--- src/core/rbt_pkg.sv ---
// Constants and types shared by the registered inverting bus transceiver.
// What this block does
// - Capture clocks load A and B registers
// - Capture ignores enable and direction controls
// - Enable high: both buses inputs, high impedance
// - Enable low: direction picks driven bus, unless the control isolate bit is set
// - Never drive both buses together
// - Source select: live bus or stored register
// - A bus gets live B data
// - A bus gets inverted B register
// - B bus gets inverted live A
// - B bus gets inverted A register
// - Input bus still captured while driving
package rbt_pkg;

    // Bus geometry
    localparam int RBT_DATA_W = 8;
    localparam int RBT_SYNC_STAGES = 2;

    // AXI4-Lite register map, byte addresses
    localparam int RBT_ADDR_W = 5;
    localparam logic [4:0] RBT_CTRL_OFS = 5'h00;
    localparam logic [4:0] RBT_A_STORE_OFS = 5'h04;
    localparam logic [4:0] RBT_B_STORE_OFS = 5'h08;
    localparam logic [4:0] RBT_STATUS_OFS = 5'h0c;
    localparam logic [4:0] RBT_COUNT_OFS = 5'h10;

    // Control register fields
    localparam int RBT_CTRL_ISOLATE_BIT = 0;
    localparam int RBT_CTRL_CLR_CNT_BIT = 1;
    localparam logic [31:0] RBT_CTRL_RESET = 32'h0000_0000;

    // Status register fields
    localparam int RBT_ST_OE_N_BIT = 0;
    localparam int RBT_ST_DIR_BIT = 1;
    localparam int RBT_ST_A_SRC_BIT = 2;
    localparam int RBT_ST_B_SRC_BIT = 3;
    localparam int RBT_ST_A_DRV_BIT = 4;
    localparam int RBT_ST_B_DRV_BIT = 5;

    // Capture counters, A in low half, B in high half
    localparam int RBT_CNT_W = 16;
    localparam int RBT_CNT_B_LSB = 16;

    // AXI responses
    localparam logic [1:0] RBT_RESP_OKAY = 2'h0;
    localparam logic [1:0] RBT_RESP_SLVERR = 2'h2;

    // Which bus the transceiver currently drives
    typedef enum logic [1:0] {
        RBT_DRV_NONE = 2'b00,
        RBT_DRV_A = 2'b01,
        RBT_DRV_B = 2'b10
    } rbt_drive_type;

endpackage : rbt_pkg

--- src/core/rbt_capture_reg.sv ---
// One storage register loaded on rising edges of a capture clock pin.
`timescale 1ns/100ps
module rbt_capture_reg
    import rbt_pkg::*;
#(
    parameter int WIDTH = RBT_DATA_W
) (
    input wire logic clk,
    input wire logic rst,
    input wire logic cap_clk_pin,
    input wire logic [WIDTH-1:0] data_sync,
    output logic [WIDTH-1:0] store_q,
    output logic capture_q
);

    logic cap_meta_q;
    logic cap_sync_q;
    logic cap_prev_q;

    initial begin
        if (WIDTH < 1) begin
            $error("rbt_capture_reg: WIDTH must be at least 1");
        end
    end

    // Two flops before the pin is looked at; the pin is asynchronous
    always_ff @(posedge clk or posedge rst) begin
        if (rst) begin
            cap_meta_q <= 1'b0;
            cap_sync_q <= 1'b0;
        end else begin
            cap_meta_q <= cap_clk_pin;
            cap_sync_q <= cap_meta_q;
        end
    end

    // Previous level for the rising-edge test
    always_ff @(posedge clk or posedge rst) begin
        if (rst) begin
            cap_prev_q <= 1'b0;
        end else begin
            cap_prev_q <= cap_sync_q;
        end
    end

    // Load on each rising edge only, no output gating at all
    always_ff @(posedge clk or posedge rst) begin
        if (rst) begin
            store_q <= '0;
        end else if (cap_sync_q && !cap_prev_q) begin
            store_q <= data_sync;
        end // Static clock keeps the value
    end

    // One-cycle pulse per capture, for counters
    always_ff @(posedge clk or posedge rst) begin
        if (rst) begin
            capture_q <= 1'b0;
        end else begin
            capture_q <= cap_sync_q && !cap_prev_q;
        end
    end

endmodule : rbt_capture_reg

--- src/core/rbt_transceiver.sv ---
// Registered inverting bus transceiver with an AXI4-Lite register port.
`timescale 1ns/100ps
module rbt_transceiver
    import rbt_pkg::*;
#(
    parameter int DATA_W = RBT_DATA_W,
    parameter int CNT_W = RBT_CNT_W
) (
    input wire logic clk,
    input wire logic rst,
    // Bus A pins
    input wire logic [DATA_W-1:0] a_bus_in,
    output logic [DATA_W-1:0] a_bus_out,
    output logic a_bus_oe_n,
    // Bus B pins
    input wire logic [DATA_W-1:0] b_bus_in,
    output logic [DATA_W-1:0] b_bus_out,
    output logic b_bus_oe_n,
    // Control pins
    input wire logic output_enable_n,
    input wire logic direction_select,
    input wire logic a_bus_source_select,
    input wire logic b_bus_source_select,
    input wire logic a_to_b_capture_clock,
    input wire logic b_to_a_capture_clock,
    // AXI4-Lite write address
    input wire logic [RBT_ADDR_W-1:0] s_axi_awaddr,
    input wire logic [2:0] s_axi_awprot,
    input wire logic s_axi_awvalid,
    output logic s_axi_awready,
    // AXI4-Lite write data
    input wire logic [31:0] s_axi_wdata,
    input wire logic [3:0] s_axi_wstrb,
    input wire logic s_axi_wvalid,
    output logic s_axi_wready,
    // AXI4-Lite write response
    output logic [1:0] s_axi_bresp,
    output logic s_axi_bvalid,
    input wire logic s_axi_bready,
    // AXI4-Lite read address
    input wire logic [RBT_ADDR_W-1:0] s_axi_araddr,
    input wire logic [2:0] s_axi_arprot,
    input wire logic s_axi_arvalid,
    output logic s_axi_arready,
    // AXI4-Lite read data
    output logic [31:0] s_axi_rdata,
    output logic [1:0] s_axi_rresp,
    output logic s_axi_rvalid,
    input wire logic s_axi_rready
);

    ////////////////////////////////////////////////////////////////////////////
    // Declarations

    localparam int CTL_W = 4;

    logic [DATA_W-1:0] a_meta_q;
    logic [DATA_W-1:0] a_live_q;
    logic [DATA_W-1:0] b_meta_q;
    logic [DATA_W-1:0] b_live_q;
    logic [CTL_W-1:0] ctl_meta_q;
    logic [CTL_W-1:0] ctl_sync_q;
    logic oe_n_s;
    logic dir_s;
    logic a_src_s;
    logic b_src_s;

    logic [DATA_W-1:0] a_store;
    logic [DATA_W-1:0] b_store;
    logic a_cap_pulse;
    logic b_cap_pulse;

    rbt_drive_type drive_d;
    rbt_drive_type drive_q;
    logic [DATA_W-1:0] a_out_d;
    logic [DATA_W-1:0] b_out_d;

    logic isolate_q;
    logic [CNT_W-1:0] a_cnt_q;
    logic [CNT_W-1:0] b_cnt_q;
    logic clr_cnt;

    logic aw_held_q;
    logic w_held_q;
    logic [RBT_ADDR_W-1:0] aw_addr_q;
    logic [31:0] w_data_q;
    logic [3:0] w_strb_q;
    logic do_write;
    logic do_read;

    initial begin
        if (DATA_W < 1 || DATA_W > 16) begin
            $error("rbt_transceiver: DATA_W must be 1 to 16");
        end
        if (CNT_W < 1 || CNT_W > RBT_CNT_B_LSB) begin
            $error("rbt_transceiver: CNT_W must be 1 to 16");
        end
    end

    ////////////////////////////////////////////////////////////////////////////
    // Helpers

    // Widen a bus value into a 32-bit register word
    function automatic logic [31:0] rbt_word(input logic [DATA_W-1:0] v);
        logic [31:0] w;
        w = '0;
        w[DATA_W-1:0] = v;
        return w;
    endfunction : rbt_word

    // Next value of a saturating capture counter
    function automatic logic [CNT_W-1:0] rbt_count(
        input logic [CNT_W-1:0] c,
        input logic inc
    );
        logic [CNT_W-1:0] n;
        n = c;
        if (inc && c != {CNT_W{1'b1}}) begin
            n = c + 1'b1;
        end
        return n;
    endfunction : rbt_count

    ////////////////////////////////////////////////////////////////////////////
    // Pin synchronisers

    // Bus data from outside the clock domain, two flops each
    always_ff @(posedge clk or posedge rst) begin
        if (rst) begin
            a_meta_q <= '0;
            a_live_q <= '0;
            b_meta_q <= '0;
            b_live_q <= '0;
        end else begin
            a_meta_q <= a_bus_in;
            a_live_q <= a_meta_q;
            b_meta_q <= b_bus_in;
            b_live_q <= b_meta_q;
        end
    end

    // Control pins; reset value reads as isolated so nothing drives early
    always_ff @(posedge clk or posedge rst) begin
        if (rst) begin
            ctl_meta_q <= 4'h1;
            ctl_sync_q <= 4'h1;
        end else begin
            ctl_meta_q <= {b_bus_source_select, a_bus_source_select,
                           direction_select, output_enable_n};
            ctl_sync_q <= ctl_meta_q;
        end
    end

    assign oe_n_s = ctl_sync_q[0];
    assign dir_s = ctl_sync_q[1];
    assign a_src_s = ctl_sync_q[2];
    assign b_src_s = ctl_sync_q[3];

    ////////////////////////////////////////////////////////////////////////////
    // Storage registers

    // A-side register, fed from bus A whatever the bus controls say
    rbt_capture_reg #(
        .WIDTH(DATA_W)
    ) u_a_reg (
        .clk(clk),
        .rst(rst),
        .cap_clk_pin(a_to_b_capture_clock),
        .data_sync(a_live_q),
        .store_q(a_store),
        .capture_q(a_cap_pulse)
    );

    // B-side register, fed from bus B; also loads while isolated
    rbt_capture_reg #(
        .WIDTH(DATA_W)
    ) u_b_reg (
        .clk(clk),
        .rst(rst),
        .cap_clk_pin(b_to_a_capture_clock),
        .data_sync(b_live_q),
        .store_q(b_store),
        .capture_q(b_cap_pulse)
    );

    ////////////////////////////////////////////////////////////////////////////
    // Drive selection

    // One mode at a time, so both enables can never be low together
    always_comb begin
        if (oe_n_s || isolate_q) begin
            drive_d = RBT_DRV_NONE;
        end else if (dir_s) begin
            drive_d = RBT_DRV_B;
        end else begin
            drive_d = RBT_DRV_A;
        end
    end

    // Data paths: live or stored, inverting except live B to A
    always_comb begin
        a_out_d = a_src_s ? ~b_store : b_live_q;
        b_out_d = b_src_s ? ~a_store : ~a_live_q;
    end

    // Pin drivers are flops; one cycle added after the synchronisers
    always_ff @(posedge clk or posedge rst) begin
        if (rst) begin
            drive_q <= RBT_DRV_NONE;
            a_bus_oe_n <= 1'b1;
            b_bus_oe_n <= 1'b1;
        end else begin
            drive_q <= drive_d;
            unique case (drive_d)
                RBT_DRV_A: begin
                    a_bus_oe_n <= 1'b0;
                    b_bus_oe_n <= 1'b1;
                end
                RBT_DRV_B: begin
                    a_bus_oe_n <= 1'b1;
                    b_bus_oe_n <= 1'b0;
                end
                default: begin
                    a_bus_oe_n <= 1'b1;
                    b_bus_oe_n <= 1'b1;
                end
            endcase
        end
    end

    // Output data follow the selected source every cycle
    always_ff @(posedge clk or posedge rst) begin
        if (rst) begin
            a_bus_out <= '0;
            b_bus_out <= '0;
        end else begin
            a_bus_out <= a_out_d;
            b_bus_out <= b_out_d;
        end
    end

    ////////////////////////////////////////////////////////////////////////////
    // Capture counters

    // Saturating counts so software can see edges were taken
    always_ff @(posedge clk or posedge rst) begin
        if (rst) begin
            a_cnt_q <= '0;
            b_cnt_q <= '0;
        end else if (clr_cnt) begin
            // A capture in the clearing cycle still counts
            a_cnt_q <= {{(CNT_W-1){1'b0}}, a_cap_pulse};
            b_cnt_q <= {{(CNT_W-1){1'b0}}, b_cap_pulse};
        end else begin
            a_cnt_q <= rbt_count(a_cnt_q, a_cap_pulse);
            b_cnt_q <= rbt_count(b_cnt_q, b_cap_pulse);
        end
    end

    ////////////////////////////////////////////////////////////////////////////
    // AXI4-Lite write side

    // Address and data may arrive in either order
    assign do_write = aw_held_q && w_held_q && !s_axi_bvalid;
    assign clr_cnt = do_write && aw_addr_q == RBT_CTRL_OFS
                     && w_strb_q[0] && w_data_q[RBT_CTRL_CLR_CNT_BIT];

    // Write address channel; ready only while no address is held
    always_ff @(posedge clk or posedge rst) begin
        if (rst) begin
            aw_held_q <= 1'b0;
            aw_addr_q <= '0;
            s_axi_awready <= 1'b0;
        end else begin
            if (s_axi_awvalid && s_axi_awready) begin
                aw_held_q <= 1'b1;
                aw_addr_q <= s_axi_awaddr;
                s_axi_awready <= 1'b0;
            end else if (do_write) begin
                aw_held_q <= 1'b0;
            end else begin
                s_axi_awready <= !aw_held_q;
            end
        end
    end

    // Write data channel, mirror of the address channel
    always_ff @(posedge clk or posedge rst) begin
        if (rst) begin
            w_held_q <= 1'b0;
            w_data_q <= '0;
            w_strb_q <= '0;
            s_axi_wready <= 1'b0;
        end else begin
            if (s_axi_wvalid && s_axi_wready) begin
                w_held_q <= 1'b1;
                w_data_q <= s_axi_wdata;
                w_strb_q <= s_axi_wstrb;
                s_axi_wready <= 1'b0;
            end else if (do_write) begin
                w_held_q <= 1'b0;
            end else begin
                s_axi_wready <= !w_held_q;
            end
        end
    end

    // Control register: only the isolate bit is stored
    always_ff @(posedge clk or posedge rst) begin
        if (rst) begin
            isolate_q <= RBT_CTRL_RESET[RBT_CTRL_ISOLATE_BIT];
        end else if (do_write && aw_addr_q == RBT_CTRL_OFS && w_strb_q[0]) begin
            isolate_q <= w_data_q[RBT_CTRL_ISOLATE_BIT];
        end
    end

    // Write response; writes to anything but control are refused
    always_ff @(posedge clk or posedge rst) begin
        if (rst) begin
            s_axi_bvalid <= 1'b0;
            s_axi_bresp <= RBT_RESP_OKAY;
        end else if (do_write) begin
            s_axi_bvalid <= 1'b1;
            s_axi_bresp <= (aw_addr_q == RBT_CTRL_OFS) ? RBT_RESP_OKAY
                                                       : RBT_RESP_SLVERR;
        end else if (s_axi_bready) begin
            s_axi_bvalid <= 1'b0;
        end
    end

    ////////////////////////////////////////////////////////////////////////////
    // AXI4-Lite read side

    assign do_read = s_axi_arvalid && s_axi_arready;

    // One read at a time; address ready drops while data wait
    always_ff @(posedge clk or posedge rst) begin
        if (rst) begin
            s_axi_arready <= 1'b0;
        end else if (do_read) begin
            s_axi_arready <= 1'b0;
        end else begin
            s_axi_arready <= !s_axi_rvalid;
        end
    end

    // Read data sampled at the address handshake
    always_ff @(posedge clk or posedge rst) begin
        if (rst) begin
            s_axi_rvalid <= 1'b0;
            s_axi_rdata <= '0;
            s_axi_rresp <= RBT_RESP_OKAY;
        end else if (do_read) begin
            s_axi_rvalid <= 1'b1;
            s_axi_rresp <= RBT_RESP_OKAY;
            unique case (s_axi_araddr)
                RBT_CTRL_OFS: begin
                    s_axi_rdata <= '0;
                    s_axi_rdata[RBT_CTRL_ISOLATE_BIT] <= isolate_q;
                end
                RBT_A_STORE_OFS: begin
                    s_axi_rdata <= rbt_word(a_store);
                end
                RBT_B_STORE_OFS: begin
                    s_axi_rdata <= rbt_word(b_store);
                end
                RBT_STATUS_OFS: begin
                    s_axi_rdata <= '0;
                    s_axi_rdata[RBT_ST_OE_N_BIT] <= oe_n_s;
                    s_axi_rdata[RBT_ST_DIR_BIT] <= dir_s;
                    s_axi_rdata[RBT_ST_A_SRC_BIT] <= a_src_s;
                    s_axi_rdata[RBT_ST_B_SRC_BIT] <= b_src_s;
                    s_axi_rdata[RBT_ST_A_DRV_BIT] <= (drive_q == RBT_DRV_A);
                    s_axi_rdata[RBT_ST_B_DRV_BIT] <= (drive_q == RBT_DRV_B);
                end
                RBT_COUNT_OFS: begin
                    s_axi_rdata <= '0;
                    s_axi_rdata[CNT_W-1:0] <= a_cnt_q;
                    s_axi_rdata[RBT_CNT_B_LSB +: CNT_W] <= b_cnt_q;
                end
                default: begin
                    // Unmapped word: zero data and a slave error
                    s_axi_rdata <= '0;
                    s_axi_rresp <= RBT_RESP_SLVERR;
                end
            endcase
        end else if (s_axi_rready) begin
            s_axi_rvalid <= 1'b0;
        end
    end

endmodule : rbt_transceiver

--- config.mk ---
export PLATFORM = sky130hd
export DESIGN_NAME = rbt_transceiver
export DESIGN_NICKNAME = d
export VERILOG_FILES = /design/src/core/rbt_pkg.sv /design/src/core/rbt_capture_reg.sv /design/src/core/rbt_transceiver.sv
export SDC_FILE = /design/constraint.sdc
export NUM_CORES = 1
export LEC_CHECK = 0
export ABC_CLOCK_PERIOD_IN_PS = 6300
export BUFFER_PORTS_ARGS = -buffer_cell sky130_fd_sc_hd__buf_4
export CAP_MARGIN = 25
export CORE_MARGIN = 4
export CORE_UTILIZATION = 51
export CTS_CLUSTER_DIAMETER = 100
export DETAILED_ROUTE_END_ITERATION = 8
export PLACE_DENSITY = 0.74
export SETUP_SLACK_MARGIN = 0.3
export SLEW_MARGIN = 30
export SYNTH_ARGS = -nofsm -noshare
export SYNTH_HDL_FRONTEND = slang
export SYNTH_SLANG_ARGS = --single-unit
--- constraint.sdc ---
create_clock -name clk -period 6.3 [get_ports clk]
set_clock_uncertainty 0.1 [all_clocks]
set_input_delay 0.315 -clock clk [delete_from_list [all_inputs] [get_ports clk]]
set_output_delay 0.315 -clock clk [all_outputs]
set_load 0.03 [all_outputs]
### Word level (Yosys, flattened, before mapping)

Index checks and enable logic that the tools add are counted.
Widths: inputs -> output; s select.

| storage, ports and cells | value |
|---|---|
| bits in registers | 168 |
| ROM bits | 0 |
| input bits | 81 |
| memory bits (writable) | 0 |
| memories | 0 |
| word-level logic and storage cells | 107 |
| bits in latches | 0 |

| operators by class | value |
|---|---|
| equal/unequal tests | 12 |
| $add $sub $neg | 2 |
| shift operators | 0 |
| mux-type cells | 25 |
| $mul | 0 |
| divide/modulo/power cells | 0 |
| order comparisons | 0 |
| reduce and logical (&&, ||, !) cells | 28 |
| bitwise operators | 3 |

Operators by type and width:

| cell | number |
|---|---|
| $pmux 32 s5 | 1 |
| $mux 16 | 4 |
| $add 16x1->16 const B | 2 |
| $ne 16x16->1 const B | 2 |
| $not 8->8 | 3 |
| $mux 8 | 2 |
| $mux 1 | 14 |
| $logic_and 1x1->1 | 12 |
| $reduce_bool 2->1 | 6 |
| $eq 5x4->1 const B | 2 |
| $logic_not 5->1 | 2 |
| $mux 2 | 4 |
| $logic_not 1->1 | 6 |
| $eq 5x3->1 const B | 1 |
| $eq 5x5->1 const B | 1 |
| $reduce_or 5->1 | 1 |
| $eq 2x1->1 const B | 2 |
| $eq 2x2->1 const B | 2 |
| $ne 2x1->1 const B | 2 |
| $logic_or 1x1->1 | 1 |

### Longest topological paths before layout

Gate-level depths: netlist of the first run.

| depth | value |
|---|---|
| word-level depth | 6 |
| depth in mapped cells | 7 |
| mapped depth without buffers | 5 |

### By module

A second synthesis of the first run with hierarchy kept.

| unflattened totals | value |
|---|---|
| cell total of the unflattened synthesis | 559 |
| area total of the unflattened synthesis | 6685.2 µm² |

By module, submodules not included:

| module | seq. area each (µm²) | area an instance (µm²) | cells an instance | instances |
|---|---|---|---|---|
| rbt_transceiver | 3558.4 | 5769.3 | 513 | 1 |
| rbt_capture_reg | 300.3 | 457.9 | 23 | 2 |

### Worst setup path after synthesis of the first run

OpenSTA, ideal clock, no wires.

| timing | value |
|---|---|
| kind | reg-to-reg |
| start | reg s_axi_bvalid |
| end | reg a_cnt_q[12] |
| period minus slack after synthesis | 1.961 ns |
| setup time | 0.140 ns |
| setup slack | 4.339 ns |
| cell stages (with the launch flop) | 8 |
| arrival time | 1.721 ns |
| path buffers | 3 |
| required time | 6.060 ns |
| cell sequence | dfrtp_1 > and3b_1 > clkbuf_1 > nand4b_1 > clkbuf_1 > buf_2 > o311ai_0 > o41ai_1 |

| on the way | value |
|---|---|
| longest elaborated chain between the ends | 6 |

RTL lines:

| item | line | source |
|---|---|---|
| start, declared | rbt_transceiver.sv:38 | `output logic s_axi_bvalid,` |
| start signal, assigned | rbt_transceiver.sv:320 | `s_axi_bvalid <= 1'b0;` |
| start signal, assigned | rbt_transceiver.sv:323 | `s_axi_bvalid <= 1'b1;` |
| start signal, assigned | rbt_transceiver.sv:327 | `s_axi_bvalid <= 1'b0;` |
| $logic_not 1->1 * | rbt_transceiver.sv:264 | `assign do_write = aw_held_q && w_held_q && !s_axi_bvalid;` |
| $logic_and 1x1->1 * | rbt_transceiver.sv:264 |  |
| $logic_and 1x1->1 * | rbt_transceiver.sv:265 | `assign clr_cnt = do_write && aw_addr_q == RBT_CTRL_OFS` |
| $logic_and 1x1->1 * (2 in a row) | rbt_transceiver.sv:266 | `&& w_strb_q[0] && w_data_q[RBT_CTRL_CLR_CNT_BIT];` |
| $mux 16 / $reduce_bool 2->1 (equally long branches) | n/a |  |
| end signal, assigned | rbt_transceiver.sv:252 | `a_cnt_q <= {{(CNT_W-1){1'b0}}, a_cap_pulse};` |
| end signal, assigned | rbt_transceiver.sv:255 | `a_cnt_q <= rbt_count(a_cnt_q, a_cap_pulse);` |
| end, declared | rbt_transceiver.sv:79 | `logic [CNT_W-1:0] a_cnt_q;` |

Mark *: on every way between the ends. The rest lies on a longest branch, timed or not.
A chain may end at the register's enable or synchronous reset.

### Worst setup path after layout of the first run

| timing | value |
|---|---|
| start | reg b_cnt_q[0] |
| end | reg b_cnt_q[5] |

| on the way | value |
|---|---|
| longest elaborated chain between the ends | 3 |

RTL lines:

| item | line | source |
|---|---|---|
| start, declared | rbt_transceiver.sv:80 | `logic [CNT_W-1:0] b_cnt_q;` |
| start signal, assigned | rbt_transceiver.sv:253 | `b_cnt_q <= {{(CNT_W-1){1'b0}}, b_cap_pulse};` |
| start signal, assigned | rbt_transceiver.sv:256 | `b_cnt_q <= rbt_count(b_cnt_q, b_cap_pulse);` |
| $add 16x1->16 / $ne 16x16->1 (equally long branches) | rbt_transceiver.sv:119, rbt_transceiver.sv:118 |  |
| $mux 16 / $logic_and 1x1->1 (equally long branches) | rbt_transceiver.sv:118 | `if (inc && c != {CNT_W{1'b1}}) begin` |
| $mux 16 / $reduce_bool 2->1 (equally long branches) | n/a |  |

Several ways; a longest one is shown, not always the timed one. The select of a mux whose other input is x is not followed.

==> impl_results.md, run 1 <==
- Chip width: 122 um
- Fin. Hold Viols: 0
- Relative slew margins: 39.0%
- XOR/XNOR share of the synthesized area: 0%
- DR iter-0 viols: 285
- Compound-gate portion of the synthesized area: 10.5%
- Setup TNS after final layout: 0 ns
- GRT busiest layer: met2
- Root Driver: clkbuf_16
- Core ar.: 12600 sq um
- Count leader, synth: dfrtp_1
- CP endpoint kind: register
- Port Buffers: 98
- Mux contribution to synthesized area: 8.56%
- # diodes: 0
- Final Max Slew Viols: 0
- Bufs on Longest Clock Path: 2
- Synth warn: 0
- Residual DRC count: 0
- Primary FF master, synth: dfrtp_1
- Area growth syn-to-layout: 25.9%
- Sink Count: 166
- Required @ worst endpoint: 6.53 ns
- Post-synthesis async set-or-reset flop share: 100%
- Post-route ant nets: 0
- DIE AREA: 14800 sq um
- Seq/Total Area, Yosys: 63.2%
- Post-cts resize count: 0
- Leakage: 3.74 nW
- Post-synthesis adder-cell area fraction: 0.380%
- NumNets Final: 760
- RSZ-0062 raised after global routing: false
- Worst-path fanout max: 11
- Setup CP Type: register to register
- Worst Tran Pin Value: 0.915 ns
- Grt met2 use: 32.7%
- I/O Pins: 140
- Max-cap violations: 0
- Worst setup SP type: register
- Share of layout cells above drive strength 1: 25.4%
- Fin crit share: 36.2%
- Achievable Freq: 0.439 GHz
- Starting Density: 52.1%
- Final setup fails: 0
- Syn Inst Count: 564
- Synthesized cell area: 6580 sq um
- Max VDD drop: 283 uV
- Met1 Usage GRT: 24.5%
- Overflow after GRT: 0
- Synthesized area per cell: 11.7 sq um
- Hold Path Class: input pin to register
- Pwr dens: 340 nW/um^2
- Top area cells in the synthesized netlist: dfrtp_1 62%, mux2_2 4.5%, nand2_1 4.2%
- Commonest cells in the netlist: 162 x dfrtp_1, 74 x nand2_1, 35 x a21oi_1, 35 x o21ai_0, 27 x mux2i_1
- Row Count: 41
- H-tree depth: 4
- GR met3 Demand/Resource: 4.32%
- DP Wirelength: 8930 um
- Chip height: 122 um
- CTS clk-pin slew, worst paths: 0.06 ns
- Minimum clock period: 2.28 ns
- Vias in the first global route: 4655
- GPL Wtd Cong: 0.878
- Post-synthesis cell type count: 56
- Routed WL: 13400 um
- Post-Synth Simple-Gate Area: 13.6%
- Yosys top cell area share: 61.6%
- First-pass GRT wire length: 22400 um
- Per-cell routed wire length: 15.6 um
- WP data arrival: 2.50 ns
- Status: complete, no violations
- DR vias/cell: 5.36
- Pre-Repair DR Iteration Count: 5
- Post-synth EDFFs: 0
- Max FFs per register: 32
- Top Registers: s_axi_rdata: 32 flops, a_cnt_q: 16 flops, b_cnt_q: 16 flops
- Vias: 4624
- Largest family of logic cells by synthesized area: simple AND/OR/NAND/NOR gates
- Clock Latency Late Sink: 0.42 ns
- CTS tree: built
- Cell taking the most area after synthesis: dfrtp_1
- Gr usage total: 19.4%
- Yosys reg bits: 166
- Power, Total: 2.81 mW
- Top reg by flops: s_axi_rdata
- Clock buffer count from CTS: 17
- Largest net degree at the start of global routing: 109
- Initial antenna violation count: 0
-- worst paths after layout --
kind                       slack, ns                             end  depth (start not counted)                    from
min                             0.03         w_data_q[1]$_DFFE_PP0P_                          2          s_axi_wdata[1]
min in group asynchronous       0.45         ctl_meta_q[1]$_DFF_PP0_                          3                     rst
min reg2reg                     0.25           b_live_q[2]$_DFF_PP0_                          0   b_meta_q[2]$_DFF_PP0_
max reg2reg                     4.02          b_cnt_q[5]$_DFFE_PP0P_                          5  b_cnt_q[0]$_DFFE_PP0P_
max in group asynchronous       4.41  u_a_reg.store_q[7]$_DFFE_PP0P_                          4                     rst
max                             4.02          b_cnt_q[5]$_DFFE_PP0P_                          5  b_cnt_q[0]$_DFFE_PP0P_
-- cell families (layout without fill, tap and decap cells) --
family,after synthesis,in the layout
flops,166,166
fa+ha+maj,2,2
compound gates,114,114
buf+inv,57,182
other cells,1,2
mux,53,53
simple gates,171,171
-- power by group --
part / internal [mW] / leakage [nW] / switching [mW]
clock: 0.647 / 0.294 / 0.410
sequential: 1.20 / 2.06 / 0.118
combinational: 0.188 / 1.39 / 0.247
total: 2.04 / 3.74 / 0.775
-- cell usage in the layout, fill, tap and decap left out, types with 5 or more instances in the layout --
| cell type | netlist | routed |
|---|---|---|
| and2_1 | 6 | 6 |
| nand2b_1 | 7 | 7 |
| nor2_1 | 14 | 13 |
| a21oi_1 | 35 | 35 |
| nand4_1 | 10 | 10 |
| inv_1 | 24 | 23 |
| nor3_1 | 6 | 6 |
| and3_1 | 5 | 5 |
| mux2i_1 | 27 | 27 |
| mux2_2 | 26 | 26 |
| o21ai_0 | 35 | 35 |
| dlygate4sd3_1 | 0 | 24 |
| o22ai_1 | 5 | 5 |
| nand2_1 | 74 | 74 |
| or3_1 | 7 | 7 |
| or4_1 | 8 | 8 |
| nand3_1 | 9 | 9 |
| o31ai_1 | 15 | 15 |
| dfrtp_1 | 162 | 162 |
| a22oi_1 | 6 | 6 |
| buf_4 | 3 | 101 |
| clkbuf_16 | 0 | 17 |
-- critical path, cell delays in order (launching register included) --
cell     delay (ns)
dfrtp_1        0.43
ha_1           0.24
nand4_1        0.24
nor4_2         0.79
o31ai_1        0.18
a21oi_1        0.20
-- routing by layer --
metal | part of all wire (%) | routed length, um
met5 | 0 | 0
met4 | 2.2 | 300
met3 | 4.9 | 653
met2 | 50 | 6730
met1 | 43 | 5720
-- per-stage QoR --
step | worst slack (ns) | instance area (sq um) | std cells | utilization [%] | hold WS [ns]
detailed placement | 3.82 | 7420 | 805 | 58.8 | 0.235
floorplan | 1.40 | 6580 | 565 | - | 0.219
global placement | 3.81 | 7410 | 805 | 58.7 | 0.232
CTS | 3.80 | 8260 | 860 | 65.4 | 0.0124
finish | 4.02 | 8280 | 862 | 65.6 | 0.0288
global route | 3.85 | 8280 | 862 | 65.6 | 0.0120
-- layout make-up --
class,instances,area [sq um]
tap,172,215
timing repair buffer,126,1010
fill,972,4340
inverter,24,97.6
multi-input combinational,342,2190
clock inverter,11,150
sequential,166,4160
clock buffer,21,460
-- what timing repair did --
action	4_1_cts	5_1_grt
setup buffers	0	0
hold buffers	23	1
endpoints found under the hold margin	23	32
No activity file was read; power rests on OpenSTA's default activity.
==> run 2, diff against run 1 <==
--- a/config.mk
+++ b/config.mk
@@ -5,7 +5,7 @@
 export SDC_FILE = /design/constraint.sdc
 export NUM_CORES = 1
 export LEC_CHECK = 0
-export ABC_CLOCK_PERIOD_IN_PS = 6300
+export ABC_CLOCK_PERIOD_IN_PS = 2200
 export BUFFER_PORTS_ARGS = -buffer_cell sky130_fd_sc_hd__buf_4
 export CAP_MARGIN = 25
 export CORE_MARGIN = 4
==> constraint.sdc (replaced) <==
create_clock -name clk -period 2.2 [get_ports clk]
set_clock_uncertainty 0.1 [all_clocks]
set_input_delay 0.11 -clock clk [delete_from_list [all_inputs] [get_ports clk]]
set_output_delay 0.11 -clock clk [all_outputs]
set_load 0.03 [all_outputs]
==> impl_results.md, run 2 (synthesis results as in run 1) <==
- DIE AREA: 14800 sq um (unchanged)
- Chip height: 122 um (unchanged)
- GRT busiest layer: met2 (unchanged)
- GPL Wtd Cong: 0.934 (was 0.878)
- CP cell instances: ha_2 > nand4_1 > nor4_4 > buf_4 > or4_1 > a21oi_1 (was ha_1 > nand4_1 > nor4_2 > o31ai_1 > a21oi_1)
- Finished Cell Area: 8660 sq um (was 8280 sq um)
- H-tree depth: 4 (unchanged)
- Gr usage total: 21.0% (was 19.4%)
- Hold Path Class: input pin to register (unchanged)
- Share of layout cells above drive strength 1: 29.4% (was 25.4%)
- Achievable Freq: 0.527 GHz (was 0.439 GHz)
- Required @ worst endpoint: 2.44 ns (was 6.53 ns)
- Port Buffers: 98 (unchanged)
- Most common cell after layout, fill and taps aside: dfrtp_1 (unchanged)
- Grt met2 use: 36.2% (was 32.7%)
- Relative slew margins: 62.0% (was 39.0%)
- Slowest CP cell: or4_1 (was nor4_2)
- Top reg by flops: s_axi_rdata (unchanged)
- Starting Density: 52.1% (unchanged)
- Dpl cell area: 7510 sq um (was 7420 sq um)
- Crit path from: b_cnt_q[1]$_DFFE_PP0P_ (was b_cnt_q[0]$_DFFE_PP0P_)
- Non-Filler Instances: 892 (was 862)
- Chip width: 122 um (unchanged)
- CTS tree: built (unchanged)
- Residual DRC count: 0 (unchanged)
- Final core utilization: 68.6% (was 65.6%)
- Bufs on Longest Clock Path: 2 (unchanged)
- Routed WL: 14400 um (was 13400 um)
- Top Registers: s_axi_rdata: 32 flops, a_cnt_q: 16 flops, b_cnt_q: 16 flops (unchanged)
- Worst-path fanout max: 9 (was 11)
- FF-to-FF Start: b_cnt_q[1]$_DFFE_PP0P_ (was b_cnt_q[0]$_DFFE_PP0P_)
- Pre-Repair DR Iteration Count: 5 (unchanged)
- Clock buffer count from CTS: 17 (unchanged)
- Max VDD drop: 941 uV (was 283 uV)
- Hold path cells: 4 (was 2)
- Worst setup SP type: register (unchanged)
- Per-cell routed wire length: 16.1 um (was 15.6 um)
- Setup CP Type: register to register (unchanged)
- Vias in the first global route: 5017 (was 4655)
- WP data arrival: 2.14 ns (was 2.50 ns)
- Final setup fails: 0 (unchanged)
- CTS clk-pin slew, worst paths: 0.06 ns (about the same)
- Max FFs per register: 32 (unchanged)
- First-pass GRT wire length: 24300 um (was 22400 um)
- Worst Tran Pin Value: 0.566 ns (was 0.915 ns)
- CP endpoint kind: register (unchanged)
- Max incr delay on CP: 0.48 ns (was 0.79 ns)
- Initial antenna violation count: 0 (unchanged)
- Row Count: 41 (unchanged)
- Leakage: 3.93 nW (was 3.74 nW)
- NumNets Final: 791 (was 760)
- RR Endpoint: b_cnt_q[5]$_DFFE_PP0P_ (unchanged)
- I/O Pins: 140 (unchanged)
- Met1 Usage GRT: 25.9% (was 24.5%)
- Vias: 4868 (was 4624)
- Worst Hold Launch: s_axi_araddr[1] (was s_axi_wdata[1])
- Minimum clock period: 1.90 ns (was 2.28 ns)
- R2R cell count: 6 (was 5)
- Hold_ws: 0.0884 ns (was 0.0288 ns)
- DR iter-0 viols: 330 (was 285)
- # diodes: 0 (unchanged)
- Sink Count: 166 (unchanged)
- Root Driver: clkbuf_16 (unchanged)
- DR vias/cell: 5.46 (was 5.36)
- Overflow after GRT: 0 (unchanged)
- GR met3 Demand/Resource: 4.74% (was 4.32%)
- Fin. Hold Viols: 0 (unchanged)
- Final Max Slew Viols: 0 (unchanged)
- Clock Latency Late Sink: 0.42 ns (about the same)
- Commonest cells after routing, fill and taps aside: 156 x dfrtp_1, 119 x buf_4, 73 x nand2_1, 36 x dlygate4sd3_1, 35 x o21ai_0 (was 162 x dfrtp_1, 101 x buf_4, 74 x nand2_1, 35 x o21ai_0, 35 x a21oi_1)
- R2r setup slk: 0.30 ns (was 4.02 ns)
- Largest net degree at the start of global routing: 95 (was 109)
- Max-cap violations: 0 (unchanged)
- Placed cells: 815 (was 805)
- Post-route ant nets: 0 (unchanged)
- Fin crit share: 86.2% (was 36.2%)
- Pwr dens: 965 nW/um^2 (was 340 nW/um^2)
- DP Wirelength: 9390 um (was 8930 um)
- RSZ-0062 raised after global routing: true (was false)
- Core ar.: 12600 sq um (unchanged)
- CP endpoint: b_cnt_q[5]$_DFFE_PP0P_ (unchanged)
- Status: complete, no violations (unchanged)
- Area growth syn-to-layout: 31.7% (was 25.9%)
## run 2: cell types whose count changed in the layout (fill, tap and decap cells not counted), sizes merged
cell	previous run	this run
clkinvlp	2	3
inv	26	24
clkbuf	21	20
bufinv	3	4
dlygate4sd3	24	36
buf	102	121
## run 2: through the flow
step / power [mW] / setup TNS, ns / setup slack [ns]
finish: 8.36 / 0 / 0.304
global route: 8.74 / 0 / 0.236
CTS: 8.35 / 0 / 0.291
global placement: 5.00 / 0 / 0.238
detailed placement: 5.07 / 0 / 0.128
floorplan: 4.57 / -19.36 / -0.120
## run 2: worst min-delay path by stage
stage	end	slack [ns]
finish	s_axi_rdata[5]$_DFFE_PP0P_	0.09
detailed placement	ctl_meta_q[0]$_DFF_PP1_	0.12
global placement	u_a_reg.cap_meta_q$_DFF_PP0_	0.12
global route	s_axi_rdata[6]$_DFFE_PP0P_	0.11
floorplan	ctl_meta_q[0]$_DFF_PP1_	0.01
CTS	s_axi_rdata[5]$_DFFE_PP0P_	0.05
## run 2: report_power, final
| part | internal (mW) | switching, mW |
|---|---|---|
| Combinational | 0.646 | 0.780 |
| Clock | 1.99 | 1.17 |
| Sequential | 3.45 | 0.320 |
| Total | 6.08 | 2.27 |
## run 2: repair_timing
item / in CTS / in global routing
setup endpoints to repair: 14 / 26
gates cloned: 0 / 0
resized for setup: 7 / 16
endpoints found under the hold margin: 197 / 0
pin swaps: 0 / 5
hold buffers: 36 / 0
buffers inserted: 4 / 6
## run 2: area by class of cell
class / instances / area [sq um]
Timing Repair Buffer: 157 / 1290
Multi-Input combinational cell: 342 / 2250
Clock inverter: 11 / 171
Sequential cell: 166 / 4170
Tap cell: 172 / 215
Clock buffer: 20 / 467
Inverter: 24 / 93.8
Fill cell: 935 / 3960
## run 2: per-layer routing
layer	vias up	routed length (um)
li1	2285	-
met1	2393	5830
met2	158	7450
met3	32	696
met4	0	400
met5	-	0
## run 2: critical path, delay by kind of cell, from the launching register on
kind | cells | cell delay, ns
AOI/OAI and AO/OA | 1 | 0.15
DFF | 1 | 0.39
buffers and inverters | 1 | 0.17
adders and majority gates | 1 | 0.21
and+or+nand+nor | 3 | 0.79
==> run 3, diff against run 2 <==
--- a/config.mk
+++ b/config.mk
@@ -12,9 +12,9 @@
 export CORE_UTILIZATION = 51
 export CTS_CLUSTER_DIAMETER = 100
 export DETAILED_ROUTE_END_ITERATION = 8
-export PLACE_DENSITY = 0.74
+export PLACE_DENSITY = 0.79
 export SETUP_SLACK_MARGIN = 0.3
-export SLEW_MARGIN = 30
+export SLEW_MARGIN = 20
 export SYNTH_ARGS = -nofsm -noshare
 export SYNTH_HDL_FRONTEND = slang
 export SYNTH_SLANG_ARGS = --single-unit
==> impl_results.md, run 3 (synthesis results as in run 1) <==
- Status: complete, no violations (unchanged)
- Port Buffers: 98 (unchanged)
- Vias in the first global route: 4941 (was 5017)
- Max incr delay on CP: 0.54 ns (was 0.48 ns)
- Worst setup SP type: register (unchanged)
- Setup CP Type: register to register (unchanged)
- H-tree depth: 4 (unchanged)
- Met3 routed WL: 806 um (was 696 um)
- Pwr dens: 934 nW/um^2 (was 965 nW/um^2)
- DR vias/cell: 5.48 (was 5.46)
- Minimum clock period: 1.93 ns (was 1.90 ns)
- I/O Pins: 140 (unchanged)
- Met2 wire len: 7840 um (was 7450 um)
- Hold Path Class: input pin to register (unchanged)
- First-pass GRT wire length: 24100 um (was 24300 um)
- Leakage: 3.89 nW (was 3.93 nW)
- Chip width: 122 um (unchanged)
- CP endpoint kind: register (unchanged)
- Most common cell after layout, fill and taps aside: dfrtp_1 (unchanged)
- CP cell instances: ha_4 > nand2_2 > or3_4 > or4_4 > a21oi_2 (was ha_2 > nand4_1 > nor4_4 > buf_4 > or4_1 > a21oi_1)
- Max FFs per register: 32 (unchanged)
- Bufs on Longest Clock Path: 2 (unchanged)
- Worst-path fanout max: 6 (was 9)
- WP data arrival: 2.18 ns (was 2.14 ns)
- Achievable Freq: 0.518 GHz (was 0.527 GHz)
- Initial antenna violation count: 0 (unchanged)
- Clock buffer count from CTS: 17 (unchanged)
- Clock Latency Late Sink: 0.42 ns (about the same)
- NumNets Final: 794 (was 791)
- Largest net degree at the start of global routing: 114 (was 95)
- Vias: 4914 (was 4868)
- CTS clk-pin slew, worst paths: 0.06 ns (about the same)
- Worst Tran Pin Value: 0.660 ns (was 0.566 ns)
- Required @ worst endpoint: 2.45 ns (was 2.44 ns)
- Relative slew margins: 56.0% (was 62.0%)
- Top Registers: s_axi_rdata: 32 flops, a_cnt_q: 16 flops, b_cnt_q: 16 flops (unchanged)
- GPL Wtd Cong: 0.919 (was 0.934)
- Slowest CP cell: or4_4 (was or4_1)
- Area growth syn-to-layout: 30.8% (was 31.7%)
- Routed WL: 14800 um (was 14400 um)
- Delay-heaviest family, CP: simple AND/OR/NAND/NOR gates (unchanged)
- Root Driver: clkbuf_16 (unchanged)
- Fin. Hold Viols: 0 (unchanged)
- WL met1: 5890 um (was 5830 um)
- # diodes: 0 (unchanged)
- Post-route ant nets: 0 (unchanged)
- Starting Density: 52.1% (unchanged)
- Setup WS post-layout: 0.269 ns (was 0.304 ns)
- Sink Count: 166 (unchanged)
- Max VDD drop: 785 uV (was 941 uV)
- Max-cap violations: 0 (unchanged)
- RSZ-0062 raised after global routing: true (unchanged)
- DR top layer: met4 (unchanged)
- Gr usage total: 21.0% (about the same)
- Post-Place Setup Slack: 0.0931 ns (was 0.128 ns)
- Per-cell routed wire length: 16.6 um (was 16.1 um)
- DP Wirelength: 9550 um (was 9390 um)
- Final setup fails: 0 (unchanged)
- Fin crit share: 87.8% (was 86.2%)
- Pre-Repair DR Iteration Count: 5 (unchanged)
- Share of layout cells above drive strength 1: 29.7% (was 29.4%)
- Core ar.: 12600 sq um (unchanged)
- Commonest cells after routing, fill and taps aside: 156 x dfrtp_1, 123 x buf_4, 73 x nand2_1, 36 x dlygate4sd3_1, 35 x o21ai_0 (was 156 x dfrtp_1, 119 x buf_4, 73 x nand2_1, 36 x dlygate4sd3_1, 35 x o21ai_0)
- CTS tree: built (unchanged)
- Power, Total: 8.04 mW (was 8.36 mW)
- Worst path bufs/invs: 0 (was 1)
- Final Max Slew Viols: 0 (unchanged)
- Row Count: 41 (unchanged)
- Overflow after GRT: 0 (unchanged)
- Chip height: 122 um (unchanged)
- Top reg by flops: s_axi_rdata (unchanged)
- Residual DRC count: 0 (unchanged)
- Fillcell total: 912 (was 935)
- DIE AREA: 14800 sq um (unchanged)
- DR iter-0 viols: 404 (was 330)
-- run 3: cell types whose count changed in the layout (fill, tap and decap cells not counted), sizes merged --
cell,delta
inv,+3
clkinvlp,+1
bufinv,-3
buf,+3
-- run 3: final timing paths --
path | cells after the start | startpoint | endpoint | slack [ns]
worst max-delay path | 5 | b_cnt_q[0]$_DFFE_PP0P_ | b_cnt_q[10]$_DFFE_PP0P_ | 0.27
worst min-delay path | 4 | s_axi_araddr[1] | s_axi_rdata[5]$_DFFE_PP0P_ | 0.08
worst max register to register | 5 | b_cnt_q[0]$_DFFE_PP0P_ | b_cnt_q[10]$_DFFE_PP0P_ | 0.27
worst min register to register | 0 | b_meta_q[6]$_DFF_PP0_ | b_live_q[6]$_DFF_PP0_ | 0.25
max in group asynchronous | 4 | rst | b_cnt_q[3]$_DFFE_PP0P_ | 1.13
min in group asynchronous | 4 | rst | u_b_reg.store_q[5]$_DFFE_PP0P_ | 0.33
-- run 3: tightest hold or removal path, delay by kind of cell --
| family | cells | cell delay, ns |
|---|---|---|
| AND/OR/NAND/NOR | 1 | 0.06 |
| buffers and inverters | 1 | 0.09 |
| AO/OA/AOI/OAI | 2 | 0.29 |
-- run 3: final cells by class --
cell class | count | area [sq um] | area share [%]
Clock buffer | 20 | 447 | 5.19
Clock inverter | 12 | 119 | 1.38
Inverter | 24 | 93.8 | 1.09
Multi-Input combinational cell | 342 | 2260 | 26.2
Tap cell | 172 | 215 | 2.50
Sequential cell | 166 | 4170 | 48.4
Timing Repair Buffer | 160 | 1300 | 15.2
-- run 3: what timing repair did --
action | CTS | global route
setup buffers | 5 | 8
pin swaps | 1 | 2
hold endpoints to repair | 198 | 0
hold buffers | 36 | 0
gates cloned | 0 | 0
setup endpoints to repair | 9 | 23
resized for setup | 11 | 12
-- run 3: power by group --
| part | internal [mW] | switching, mW |
|---|---|---|
| combinational | 0.659 | 0.790 |
| sequential | 3.45 | 0.319 |
| clock | 1.60 | 1.22 |
| total | 5.71 | 2.32 |
-- run 3: metal layers --
layer	up-vias	GRT usage (%)
met5	-	0
met4	0	7.00
met3	30	5.39
met2	166	37.1
met1	2432	25.1
li1	2286	-
-- run 3: through the flow --
stage / utilization, % / setup TNS, ns / hold slack, ns / instances / cell area, sq um
after CTS: 67.3 / 0 / 0.0376 / 888 / 8490
after floorplan: - / -19.36 / 0.0145 / 565 / 6590
final: 68.2 / 0 / 0.0820 / 896 / 8600
after global placement: 59.4 / 0 / 0.120 / 815 / 7500
after global routing: 68.2 / 0 / 0.0608 / 896 / 8600
after detailed placement: 59.4 / 0 / 0.119 / 815 / 7500
